File: config.mk
export PLATFORM = sky130hd
export DESIGN_NAME = emulated_full_duplex_uart
export DESIGN_NICKNAME = d
export VERILOG_FILES = /design/src/logic/emulated_full_duplex_uart.v
export VERILOG_INCLUDE_DIRS = /design/src /design/src/shared
export SDC_FILE = /design/constraint.sdc
export NUM_CORES = 1
export LEC_CHECK = 0
export BUFFER_PORTS_ARGS = -buffer_cell sky130_fd_sc_hd__clkbuf_2
export CORE_UTILIZATION = 53
export CTS_CLUSTER_DIAMETER = 200
export CTS_CLUSTER_SIZE = 30
export DETAILED_ROUTE_END_ITERATION = 6
export PLACE_DENSITY_LB_ADDON = 0.08
export SLEW_MARGIN = 25
export SYNTH_ARGS = -nofsm -noshare
export SYNTH_HDL_FRONTEND = slang
export SYNTH_SLANG_ARGS = --single-unit
File: constraint.sdc
create_clock -name pclk -period 7.11 [get_ports pclk]
set_input_delay 0 -clock pclk [delete_from_list [all_inputs] [get_ports pclk]]
set_output_delay 0 -clock pclk [all_outputs]
set_load 0.05 [all_outputs]
File: src/shared/uart_map.vh
`ifndef EMU_UART_MAP_VH
`define EMU_UART_MAP_VH

// Register byte offsets
`define A_CTRL 8'h00
`define A_BAUD 8'h04
`define A_PINSEL 8'h08
`define A_TXDATA 8'h0C
`define A_RXDATA 8'h10
`define A_STATUS 8'h14

// Control fields
`define CTRL_TXEN 0
`define CTRL_RXEN 1
`define CTRL_DATA8 2
`define CTRL_STOP2 3
`define CTRL_CTSEN 4
`define CTRL_W 5
`define CTRL_RST 5'h04

// Pin select fields
`define PS_RX_LO 0
`define PS_RX_HI 1
`define PS_TX_LO 8
`define PS_TX_HI 12
`define PS_CTS_LO 16
`define PS_CTS_HI 20
`define PS_RX_RST 2'h0
`define PS_TX_RST 5'h00
`define PS_CTS_RST 5'h01

// Receive pin candidates
`define RX_PIN0 5'h06
`define RX_PIN1 5'h10
`define RX_PIN2 5'h14

// Status fields
`define ST_TXFULL 0
`define ST_TXEMPTY 1
`define ST_RXVALID 2
`define ST_OVERRUN 3
`define ST_FRAMERR 4
`define ST_TXBUSY 5

// Pins, FIFO, timing
`define NPINS 21
`define FIFO_DEPTH 8
`define FIFO_AW 3
`define OVS_LAST 4'hF
`define OVS_MID 4'h7
`define CLK_HZ 100000000
`define MAX_BAUD 115200
`define MIN_DIV (`CLK_HZ / (`MAX_BAUD * 16) - 1)
`define BAUD_W 16
`define BAUD_RST 16'h0035

`endif

File: src/logic/emulated_full_duplex_uart.v
// How it works
// Independent transmitter and receiver run concurrently
// One setting picks seven or eight data bits
// No parity; one or two stop bits
// Programmable rate, capped at 115200 baud
// Receive on three pins; transmit/CTS any
// Start low, LSB first, stop high; CTS pauses
//
// The APB register port and the register offsets were left to the implementer.
`timescale 1ns/100ps
`include "uart_map.vh"

module uart_fifo #(
    parameter WIDTH = 8,
    parameter DEPTH = 8,
    parameter AW = 3
) (
    input wire clk,
    input wire rst_n,
    input wire in_valid,
    output wire in_ready,
    input wire [WIDTH-1:0] in_data,
    output wire out_valid,
    input wire out_ready,
    output wire [WIDTH-1:0] out_data
);
    reg [WIDTH-1:0] mem [0:DEPTH-1];
    reg [AW-1:0] wr_ptr_r;
    reg [AW-1:0] rd_ptr_r;
    reg [AW:0] count_r;
    wire push;
    wire pop;

    // Honest full and empty from the occupancy count
    assign in_ready = (count_r != DEPTH[AW:0]);
    assign out_valid = (count_r != {(AW+1){1'b0}});
    assign out_data = mem[rd_ptr_r];
    assign push = in_valid && in_ready;
    assign pop = out_valid && out_ready;

    // Storage write
    always @(posedge clk)
    begin
        if (push)
            mem[wr_ptr_r] <= in_data;
    end

    // Pointers and count
    always @(posedge clk or negedge rst_n)
    begin
        if (!rst_n)
        begin
            wr_ptr_r <= {AW{1'b0}};
            rd_ptr_r <= {AW{1'b0}};
            count_r <= {(AW+1){1'b0}};
        end
        else
        begin
            if (push)
                wr_ptr_r <= wr_ptr_r + 1'b1;
            if (pop)
                rd_ptr_r <= rd_ptr_r + 1'b1;
            if (push && !pop)
                count_r <= count_r + 1'b1;
            else if (pop && !push)
                count_r <= count_r - 1'b1;
        end
    end
endmodule

module emulated_full_duplex_uart (
    input wire pclk,
    input wire presetn,
    input wire psel,
    input wire penable,
    input wire pwrite,
    input wire [7:0] paddr,
    input wire [31:0] pwdata,
    output reg [31:0] prdata,
    output wire pready,
    output wire pslverr,
    input wire [`NPINS-1:0] io_handler_pin_in,
    output wire [`NPINS-1:0] io_handler_pin_out,
    output wire [`NPINS-1:0] io_handler_pin_oe
);
    localparam T_IDLE = 2'h0;
    localparam T_START = 2'h1;
    localparam T_DATA = 2'h2;
    localparam T_STOP = 2'h3;
    localparam R_IDLE = 2'h0;
    localparam R_START = 2'h1;
    localparam R_DATA = 2'h2;
    localparam R_STOP = 2'h3;

    // Pick one handler pin; an index past the last pin reads idle high
    function pick_pin;
        input [`NPINS-1:0] vec;
        input [4:0] idx;
        begin
            if (idx < `NPINS)
                pick_pin = vec[idx];
            else
                pick_pin = 1'b1;
        end
    endfunction

    // Last data bit index for the selected character length
    function [2:0] last_bit;
        input data8;
        begin
            last_bit = data8 ? 3'h7 : 3'h6;
        end
    endfunction

    reg [`CTRL_W-1:0] ctrl_r;
    reg [`BAUD_W-1:0] baud_r;
    reg [1:0] rx_sel_r;
    reg [4:0] tx_pin_r;
    reg [4:0] cts_pin_r;
    reg overrun_r;
    reg framerr_r;
    reg [`BAUD_W-1:0] div_cnt_r;
    reg tick_r;
    reg [1:0] tx_state_r;
    reg [3:0] tx_ovs_r;
    reg [2:0] tx_bit_r;
    reg [7:0] tx_sh_r;
    reg tx_line_r;
    reg tx_stop2_r;
    reg [1:0] rx_state_r;
    reg [3:0] rx_ovs_r;
    reg [2:0] rx_bit_r;
    reg [7:0] rx_sh_r;
    reg rx_stop2_r;
    reg rx_push_r;
    reg [7:0] rx_word_r;
    reg rx_hold_r;

    wire setup = psel && !penable;
    wire access = psel && penable;
    wire a_ctrl = (paddr == `A_CTRL);
    wire a_baud = (paddr == `A_BAUD);
    wire a_pinsel = (paddr == `A_PINSEL);
    wire a_txdata = (paddr == `A_TXDATA);
    wire a_rxdata = (paddr == `A_RXDATA);
    wire a_status = (paddr == `A_STATUS);
    wire mapped = a_ctrl | a_baud | a_pinsel | a_txdata | a_rxdata | a_status;
    wire txen = ctrl_r[`CTRL_TXEN];
    wire rxen = ctrl_r[`CTRL_RXEN];
    wire data8 = ctrl_r[`CTRL_DATA8];
    wire stop2 = ctrl_r[`CTRL_STOP2];
    wire ctsen = ctrl_r[`CTRL_CTSEN];
    wire tx_in_ready;
    wire tx_out_valid;
    wire [7:0] tx_out_data;
    wire rx_in_ready;
    wire rx_out_valid;
    wire [7:0] rx_out_data;
    wire tx_stall;
    wire tx_wr;
    wire rx_rd;
    wire wr_done;
    wire [`BAUD_W-1:0] eff_div;
    wire cts_high;
    wire tx_pop;
    reg [4:0] rx_pin;
    wire rx_line;

    // Writes to a full transmit FIFO stall the bus while the transmitter is enabled; with it disabled they get an error
    assign tx_stall = access && pwrite && a_txdata && txen && !tx_in_ready;
    assign pready = !tx_stall;
    assign pslverr = access && (!mapped || (pwrite && a_txdata && !txen && !tx_in_ready));
    assign wr_done = access && pwrite && pready;
    assign tx_wr = wr_done && a_txdata && tx_in_ready;
    assign rx_rd = access && !pwrite && a_rxdata && rx_hold_r;

    uart_fifo #(.WIDTH(8), .DEPTH(`FIFO_DEPTH), .AW(`FIFO_AW)) tx_fifo (
        .clk(pclk),
        .rst_n(presetn),
        .in_valid(tx_wr),
        .in_ready(tx_in_ready),
        .in_data(pwdata[7:0]),
        .out_valid(tx_out_valid),
        .out_ready(tx_pop),
        .out_data(tx_out_data)
    );

    uart_fifo #(.WIDTH(8), .DEPTH(`FIFO_DEPTH), .AW(`FIFO_AW)) rx_fifo (
        .clk(pclk),
        .rst_n(presetn),
        .in_valid(rx_push_r),
        .in_ready(rx_in_ready),
        .in_data(rx_word_r),
        .out_valid(rx_out_valid),
        .out_ready(rx_rd),
        .out_data(rx_out_data)
    );

    // Register writes and sticky error flags; a new error beats a clear
    always @(posedge pclk or negedge presetn)
    begin
        if (!presetn)
        begin
            ctrl_r <= `CTRL_RST;
            baud_r <= `BAUD_RST;
            rx_sel_r <= `PS_RX_RST;
            tx_pin_r <= `PS_TX_RST;
            cts_pin_r <= `PS_CTS_RST;
            overrun_r <= 1'b0;
            framerr_r <= 1'b0;
        end
        else
        begin
            if (wr_done && a_ctrl)
                ctrl_r <= pwdata[`CTRL_W-1:0];
            if (wr_done && a_baud)
                baud_r <= pwdata[`BAUD_W-1:0];
            if (wr_done && a_pinsel)
            begin
                rx_sel_r <= pwdata[`PS_RX_HI:`PS_RX_LO];
                tx_pin_r <= pwdata[`PS_TX_HI:`PS_TX_LO];
                cts_pin_r <= pwdata[`PS_CTS_HI:`PS_CTS_LO];
            end
            overrun_r <= (overrun_r & ~(wr_done && a_status && pwdata[`ST_OVERRUN]))
                | (rx_push_r && !rx_in_ready);
            framerr_r <= (framerr_r & ~(wr_done && a_status && pwdata[`ST_FRAMERR]))
                | (rx_state_r == R_STOP && tick_r && rx_ovs_r == `OVS_LAST && !rx_line);
        end
    end

    // Read data captured in the setup cycle; a word landing after capture is not popped
    always @(posedge pclk or negedge presetn)
    begin
        if (!presetn)
        begin
            prdata <= 32'h00000000;
            rx_hold_r <= 1'b0;
        end
        else if (setup && !pwrite)
        begin
            prdata <= 32'h00000000;
            rx_hold_r <= a_rxdata && rx_out_valid;
            if (a_ctrl)
                prdata[`CTRL_W-1:0] <= ctrl_r;
            if (a_baud)
                prdata[`BAUD_W-1:0] <= baud_r;
            if (a_pinsel)
            begin
                prdata[`PS_RX_HI:`PS_RX_LO] <= rx_sel_r;
                prdata[`PS_TX_HI:`PS_TX_LO] <= tx_pin_r;
                prdata[`PS_CTS_HI:`PS_CTS_LO] <= cts_pin_r;
            end
            if (a_rxdata)
                prdata[7:0] <= rx_out_valid ? rx_out_data : 8'h00;
            if (a_status)
            begin
                prdata[`ST_TXFULL] <= !tx_in_ready;
                prdata[`ST_TXEMPTY] <= !tx_out_valid;
                prdata[`ST_RXVALID] <= rx_out_valid;
                prdata[`ST_OVERRUN] <= overrun_r;
                prdata[`ST_FRAMERR] <= framerr_r;
                prdata[`ST_TXBUSY] <= (tx_state_r != T_IDLE);
            end
        end
    end

    // Sixteen-times oversampling tick, divisor held at or above the fastest rate
    wire [31:0] min_div_full = `MIN_DIV;
    assign eff_div = (baud_r < min_div_full[`BAUD_W-1:0]) ? min_div_full[`BAUD_W-1:0] : baud_r;
    always @(posedge pclk or negedge presetn)
    begin
        if (!presetn)
        begin
            div_cnt_r <= {`BAUD_W{1'b0}};
            tick_r <= 1'b0;
        end
        else if (div_cnt_r >= eff_div)
        begin
            div_cnt_r <= {`BAUD_W{1'b0}};
            tick_r <= 1'b1;
        end
        else
        begin
            div_cnt_r <= div_cnt_r + 1'b1;
            tick_r <= 1'b0;
        end
    end

    // Transmit pin routing: any handler pin drives out and CTS
    assign cts_high = pick_pin(io_handler_pin_in, cts_pin_r);
    assign io_handler_pin_out = {`NPINS{tx_line_r}};
    assign io_handler_pin_oe = txen ? ({{(`NPINS-1){1'b0}}, 1'b1} << tx_pin_r) : {`NPINS{1'b0}};
    assign tx_pop = (tx_state_r == T_IDLE) && tick_r && txen && tx_out_valid && !(ctsen && cts_high);

    // Transmitter: start, data LSB first, one or two stop bits
    always @(posedge pclk or negedge presetn)
    begin
        if (!presetn)
        begin
            tx_state_r <= T_IDLE;
            tx_ovs_r <= 4'h0;
            tx_bit_r <= 3'h0;
            tx_sh_r <= 8'h00;
            tx_line_r <= 1'b1;
            tx_stop2_r <= 1'b0;
        end
        else if (tick_r)
        begin
            tx_ovs_r <= tx_ovs_r + 1'b1;
            case (tx_state_r)
                T_IDLE:
                begin
                    tx_line_r <= 1'b1;
                    tx_ovs_r <= 4'h0;
                    if (tx_pop)
                    begin
                        tx_sh_r <= tx_out_data;
                        tx_line_r <= 1'b0;
                        tx_state_r <= T_START;
                    end
                end
                T_START:
                    if (tx_ovs_r == `OVS_LAST)
                    begin
                        tx_line_r <= tx_sh_r[0];
                        tx_sh_r <= {1'b0, tx_sh_r[7:1]};
                        tx_bit_r <= 3'h0;
                        tx_state_r <= T_DATA;
                    end
                T_DATA:
                    if (tx_ovs_r == `OVS_LAST)
                    begin
                        if (tx_bit_r == last_bit(data8))
                        begin
                            tx_line_r <= 1'b1;
                            tx_stop2_r <= stop2;
                            tx_state_r <= T_STOP;
                        end
                        else
                        begin
                            tx_line_r <= tx_sh_r[0];
                            tx_sh_r <= {1'b0, tx_sh_r[7:1]};
                            tx_bit_r <= tx_bit_r + 1'b1;
                        end
                    end
                T_STOP:
                    if (tx_ovs_r == `OVS_LAST)
                    begin
                        if (tx_stop2_r)
                            tx_stop2_r <= 1'b0;
                        else
                            tx_state_r <= T_IDLE;
                    end
                default:
                    tx_state_r <= T_IDLE;
            endcase
        end
    end

    // Receive pin: only three candidates
    always @*
    begin
        case (rx_sel_r)
            2'h0: rx_pin = `RX_PIN0;
            2'h1: rx_pin = `RX_PIN1;
            2'h2: rx_pin = `RX_PIN2;
            default: rx_pin = 5'h1F;
        endcase
    end
    assign rx_line = pick_pin(io_handler_pin_in, rx_pin);

    // Receiver: verify start mid-bit, then sample each bit centre
    always @(posedge pclk or negedge presetn)
    begin
        if (!presetn)
        begin
            rx_state_r <= R_IDLE;
            rx_ovs_r <= 4'h0;
            rx_bit_r <= 3'h0;
            rx_sh_r <= 8'h00;
            rx_stop2_r <= 1'b0;
            rx_push_r <= 1'b0;
            rx_word_r <= 8'h00;
        end
        else
        begin
            rx_push_r <= 1'b0;
            if (tick_r)
            begin
                rx_ovs_r <= rx_ovs_r + 1'b1;
                case (rx_state_r)
                    R_IDLE:
                    begin
                        rx_ovs_r <= 4'h0;
                        if (rxen && !rx_line)
                            rx_state_r <= R_START;
                    end
                    R_START:
                        if (rx_ovs_r == `OVS_MID)
                        begin
                            rx_ovs_r <= 4'h0;
                            rx_bit_r <= 3'h0;
                            rx_state_r <= rx_line ? R_IDLE : R_DATA;
                        end
                    R_DATA:
                        if (rx_ovs_r == `OVS_LAST)
                        begin
                            rx_sh_r <= {rx_line, rx_sh_r[7:1]};
                            rx_bit_r <= rx_bit_r + 1'b1;
                            if (rx_bit_r == last_bit(data8))
                            begin
                                rx_stop2_r <= stop2;
                                rx_state_r <= R_STOP;
                            end
                        end
                    R_STOP:
                        if (rx_ovs_r == `OVS_LAST)
                        begin
                            if (!rx_line)
                                rx_state_r <= R_IDLE;
                            else if (rx_stop2_r)
                                rx_stop2_r <= 1'b0;
                            else
                            begin
                                rx_word_r <= data8 ? rx_sh_r : {1'b0, rx_sh_r[7:1]};
                                rx_push_r <= 1'b1;
                                rx_state_r <= R_IDLE;
                            end
                        end
                    default:
                        rx_state_r <= R_IDLE;
                endcase
            end
        end
    end
endmodule

; ---- Word level (Yosys, flattened, before mapping)
; Memories as Yosys holds them, arrays and structs flattened.
; Index checks and enable logic that the tools add are counted.
[totals]
memories = 2
input_bits = 66
ram_bits = 128
wordCells = 258
reg_bits = 140
output_inout_bits = 76
[memory_table]
columns = memory, words, word_bits, read_ports, rd_clocked_by_memory_dff, wr, line
row1 = rx_fifo.mem, 8, 8, 1, 0, 1, emulated_full_duplex_uart.v:27  ; reg [WIDTH-1:0] mem [0:DEPTH-1];
row2 = tx_fifo.mem, 8, 8, 1, 0, 1, emulated_full_duplex_uart.v:27
[op_classes]
muxes = 79
eq_ne = 34
magnitude_cmp = 6
reduce_logical = 81
n_shift = 1
add_sub_neg = 13
bitwise = 12
[op_table]
columns = operator, n
row1 = 2-to-1 mux 8 bit, 7
row2 = 2-to-1 mux 16 bit, 3
row3 = logical AND 1 bit, 42
row4 = 2-to-1 mux 2 bit, 15
row5 = 2-to-1 mux 1 bit, 26
row6 = 2-to-1 mux 4 bit, 6
row7 = case mux 8 bit (3 select lines), 1
row8 = != test 2 bit (second input constant), 11
row9 = 2-to-1 mux 21 bit, 1
row10 = left shift 1 x 5 -> 21 bit (first input constant), 1
row11 = adder 3 x 1 -> 3 bit (second input constant), 6
row12 = adder 16 x 1 -> 16 bit (second input constant), 1
row13 = adder 4 x 1 -> 4 bit (second input constant), 4
row14 = equality test 8 x 4 -> 1 bit (second input constant), 2
row15 = equality test 8 x 5 -> 1 bit (second input constant), 2
row16 = >= comparator 16 bit, 1
row17 = < comparator 16 x 6 -> 1 bit (second input constant), 1
row18 = case mux 2 bit (4 select lines), 2
row19 = 2-to-1 mux 3 bit, 5
row20 = 2-to-1 mux 5 bit, 3
row21 = case mux 5 bit (3 select lines), 1
row22 = AND reduction 5 bit, 3
row23 = logical NOT 1 bit, 14
row24 = AND reduction 7 bit, 2
row25 = other kinds (30), 66

; ---- Depth between registers and ports, before layout
[logic_depth]
ltp_word = 14
mapped_depth = 14
ltp_nobuf = 13

; ---- By module
; A second synthesis with hierarchy kept.
[hier_totals]
cells_unflattened = 1029
hier_area_um2 = 13256.5
[modules_own_cells]
columns = module, n_inst, cells_per_inst, area_each_um2
row1 = emulated_full_duplex_uart, 1, 718, 7035.5
row2 = uart_fifo (rx_fifo), 1, 155, 3111.7
row3 = uart_fifo (tx_fifo), 1, 156, 3109.2

; ---- Least setup slack after synthesis
; Ideal clock, no wire load.
[synth_path]
path_type = register to register
start = reg cts_pin_r[0]
end = reg tx_fifo.count_r[3]
stages_incl_launch_ff = 15
arrival_time_ps = 3323
setup_slack_ps = 3662
setup_time_ps = 125
path_cell_list = dfstp_2 -> buf_1 -> mux2i_1 -> o22ai_1 -> or4b_1 -> a41oi_1 -> inv_1 -> ha_1 -> inv_1 -> ha_1 -> a21o_1 -> a21oi_1 -> xnor2_1 -> nor2_1 -> xor2_1
[synth_via]
elab_chain_cells = 10
[synth_lines]
columns = item, line
row1 = start: declaration, emulated_full_duplex_uart.v:119  ; reg [4:0] cts_pin_r;
row2 = start signal: assignment, emulated_full_duplex_uart.v:208  ; cts_pin_r <= `PS_CTS_RST;
row3 = start signal: assignment, emulated_full_duplex_uart.v:222  ; cts_pin_r <= pwdata[`PS_CTS_HI:`PS_CTS_LO];
row4 = binary-select mux 1 bit (select 5 bit), emulated_full_duplex_uart.v:101  ; pick_pin = vec[idx];
row5 = 2-to-1 mux 1 bit (implied by the code), emulated_full_duplex_uart.v:101
row6 = 2-to-1 mux 1 bit (*), emulated_full_duplex_uart.v:100  ; if (idx < `NPINS)
row7 = logical AND 1 bit (*), emulated_full_duplex_uart.v:293  ; assign tx_pop = (tx_state_r == T_IDLE) && tick_r && txen && tx_out_valid && !(ctsen && cts_high);
row8 = logical NOT 1 bit (*), emulated_full_duplex_uart.v:293
row9 = logical AND 1 bit (*), emulated_full_duplex_uart.v:293
row10 = logical AND 1 bit (*), emulated_full_duplex_uart.v:39  ; assign pop = out_valid && out_ready;
row11 = logical NOT 1 bit, emulated_full_duplex_uart.v:63  ; if (push && !pop)
row12 = logical AND 1 bit, emulated_full_duplex_uart.v:63
row13 = 2-to-1 mux 4 bit or nonzero test 2 bit (tied branches), --
row14 = end signal: assignment, emulated_full_duplex_uart.v:55  ; count_r <= {(AW+1){1'b0}};
row15 = end signal: assignment, emulated_full_duplex_uart.v:64  ; count_r <= count_r + 1'b1;
row16 = end signal: assignment, emulated_full_duplex_uart.v:66  ; count_r <= count_r - 1'b1;
row17 = end: declaration, emulated_full_duplex_uart.v:30  ; reg [AW:0] count_r;
; Every way passes the cells marked *; elsewhere a longest branch is shown, timed or not. The select of a mux whose other input is x is not followed.
; A chain may end at the register's enable or synchronous reset.

; ---- Worst setup path after layout
; Same ends and word-level chain as after synthesis.

==> summary.txt <==
DP Cell Count: 1,370
Chip width: 156 µm
DRC viols: 0
Rows: 56
Setup Buffers After CTS: 0
Nets@finish: 1,195
Startpoint types: flop
CP Cell Sequence: mux4_2, nor2b_1, or4b_1, a41oi_1, inv_1, ha_1, inv_1, ha_1, a21o_1, a21oi_1, xnor2_1, nor2_1, xor2_1
Critical Path RT: 7510 ps
Buf+Inv Stages, Crit Path: 2
Biggest area consumer among synthesized cells: edfxtp_1
Mean Syn Cell Area: 12.8 µm²
CTS Sinks: 268
Critical path's slowest cell: dfstp_2
Post-DR vias/cell: 5.49
Synthesis Warnings: 0
Finished Cell Area: 0.0139 mm²
Final Hold Vio Count: 0
Seq cells post-synth: 268
Placer congestion estimate: 0.817
Cell count after synthesis: 986
Setup TNS: 0 ps
Worst-path fanout max: 11
Post-synthesis simple-gate area fraction: 0.110
Pins Over Slew Limit: 0
Worst slew pin tran: 970 ps
Number of port buffers: 119
CTS H-tree depth: 1
Worst Setup Path Type: flop to flop
Slowest stage delay, CP: 720 ps
R2R Path End: tx_fifo.count_r[3]
Compound-Gate Fraction of Synth Area: 0.0600
R2R cell count: 13
Post-synthesis mux area share: 0.141
Hold WC Path Type: primary input to flop
M2 GR Usage: 0.386
Final critical-path share of the clock period: 0.555
RSZ-0062 raised after global routing: no
Post-Layout Cell Count: 1,415
Largest net degree at the start of global routing: 83
Top cell family by delay on the critical path: compound AO/OA/AOI/OAI gates
Number of global-route vias before repair: 7,512
Total of max-cap violations: 0
Synth area leaders: edfxtp_1 (30%), dfrtp_1 (26%), mux4_2 (6.4%), mux2_2 (5.5%), ha_1 (3.8%)
Post-synth ARST share: 0.522
Commonest cells post-synth: dfrtp_1 (133), edfxtp_1 (128), nor2_1 (100)
Setup Viol. Count Final: 0
DP Wirelength: 18,700 µm
Clk_lat worst skew: 500 ps
Vias: 7,767
Post-DRT Antenna Nets: 0
Top cell type's share of synthesized area: 0.305
Overflow after GRT: 0
Post-synth cell types: 59
Hold Path Stages: 4
Die area: 0.0244 mm²
IO Pins: 142
Iter 0 DRT Violations: 414
Sequential share of the synthesized area: 0.583
R2R Path Start: cts_pin_r[0]
Pwr dens: 212 mW/mm²
Num CTS Buffers: 12
Starting density of the core: 0.539
Hold_buf cts: 24
DRT Wirelength: 26,400 µm
Hold Crit Endpoint: prdata[0]
Most numerous cell in the Yosys netlist: dfrtp_1
Crit end category: flop
Total track usage: 0.224
Post-Syn Area: 0.0126 mm²
Pleak: 5.71 nW
Worst rel slew slack: 0.352
Layout cells sized above 1: 0.237
CTS tree: done
Top_reg_cell synth: dfrtp_1
Clock transition at path regs: 120 ps
Final Skew: 24.2 ps
Worst EP arrival: 4340 ps
First-pass GRT wire length: 41,600 µm
Cts repair resizes: 0
Synth Area in XOR/XNOR: 0.0243
Area Overhead vs Synth: 10.6%
DR WL/cell: 18.7 µm
Fmax: 254 MHz
Top Usage Layer GRT: met2
Clk root buf: clkbuf_16
Synth Area in Adders: 0.0409
Post-DP Area: 0.0133 mm²
Number of flops mapped to enable cells by yosys: 128
Fin Hold WS: 32.7 ps
Drt pass-1 iters: 5
M1 GR Usage: 0.306
Met3 Resource Use GR: 0.0291
CTS Buffer Depth: 3
Hold Path Origin: paddr[3]
Largest family of logic cells by synthesized area: multiplexers
Die height: 156 µm
Core box area: 0.0234 mm²
FF-to-FF setup slack: 3170 ps
Post-layout min period: 3940 ps
Outcome: finished clean
VDD IR max: 0.221 mV
Initial antenna violation count: 2
per-layer routing:
| layer | wire length [µm] | part of all wire |
|---|---|---|
| met5 | 0 | 0 |
| met3 | 866 | 0.033 |
| met1 | 12000 | 0.45 |
| met4 | 409 | 0.015 |
| met2 | 13100 | 0.50 |
cells by family (layout without fill, tap and decap cells):
kind of cell,Yosys count,after routing
buffers and inverters,103,202
flip-flops,268,268
XOR/XNOR,35,35
AO/OA/AOI/OAI,113,113
AND/OR/NAND/NOR,301,301
multiplexers,125,125
other,1,12
adder cells (fa/ha/maj),40,40
layout by cell type, fill, tap and decap left out, types with 4 or more instances in the layout:
| cell type | instances |
|---|---|
| and3_1 | 8 |
| a22o_1 | 4 |
| nand3b_1 | 4 |
| o21ai_0 | 31 |
| dfstp_2 | 7 |
| dfrtp_1 | 132 |
| xnor2_1 | 21 |
| o22ai_1 | 4 |
| nand2b_1 | 14 |
| a31oi_1 | 4 |
| nand3_1 | 27 |
| clkbuf_2 | 118 |
| ha_1 | 38 |
| inv_1 | 31 |
| edfxtp_1 | 128 |
| a221oi_1 | 11 |
| buf_4 | 8 |
| and2_1 | 4 |
| a21oi_1 | 21 |
| nand2_1 | 89 |
| conb_1 | 11 |
| nor2_1 | 100 |
| clkbuf_1 | 6 |
| clkbuf_16 | 13 |
| mux2i_1 | 27 |
| a21o_1 | 12 |
| nand4_1 | 10 |
| mux2_2 | 62 |
| nor3_2 | 5 |
| nor3_1 | 17 |
| xor2_1 | 14 |
| nor4_1 | 6 |
| o211ai_1 | 4 |
| mux4_2 | 36 |
| dlygate4sd3_1 | 24 |
area by class of cell:
| type | instances | area, µm² |
|---|---|---|
| clock buffers | 19 | 348 |
| flip-flops and latches | 268 | 7360 |
| well taps | 319 | 399 |
| diodes | 1 | 2.50 |
| repair buffers | 151 | 902 |
| multi-input cells | 625 | 4820 |
| inverters | 31 | 116 |
| clock inverters | 1 | 3.75 |
| fillers | 1971 | 9460 |
state kept, by name, summed over array words and instances, names as in the netlist, 8 cells and up, named ones only:
signal	cells
baud_r	16
div_cnt_r	16
prdata	21
rx_fifo.mem	64
rx_sh_r	8
rx_word_r	8
tx_fifo.mem	64
tx_sh_r	8
through the flow:
stage	worst slack [ps]	total power, mW	utilization
after global routing	2950	3.09	0.596
after global placement	3190	2.17	0.570
after floorplan	3660	2.06	-
after detailed placement	3130	2.17	0.570
final	3170	2.96	0.596
after CTS	3110	2.99	0.596
power breakdown:
group	leakage, nW	switching (mW)	total (mW)	internal [mW]
Sequential	3.05	0.0676	1.74	1.67
Combinational	2.49	0.262	0.410	0.148
Clock	0.172	0.472	0.817	0.345
tightest hold or removal path, cell delays in order:
cell	delay, ps
clkbuf_2	120
o22ai_1	170
a221oi_1	120
nor2_1	80
worst max path at each step:
stage	slack (ps)	startpoint	to	cells past startpoint
final	3170	cts_pin_r[0]	tx_fifo.count_r[3]	13
after global routing	2950	cts_pin_r[0]	tx_fifo.count_r[3]	13
after CTS	3110	cts_pin_r[0]	tx_fifo.count_r[3]	13
after detailed placement	3130	cts_pin_r[0]	tx_fifo.count_r[3]	13
after global placement	3190	cts_pin_r[0]	tx_fifo.count_r[3]	13
after floorplan	3660	cts_pin_r[0]	tx_fifo.count_r[3]	14
No activity file was read; power rests on OpenSTA's default activity.
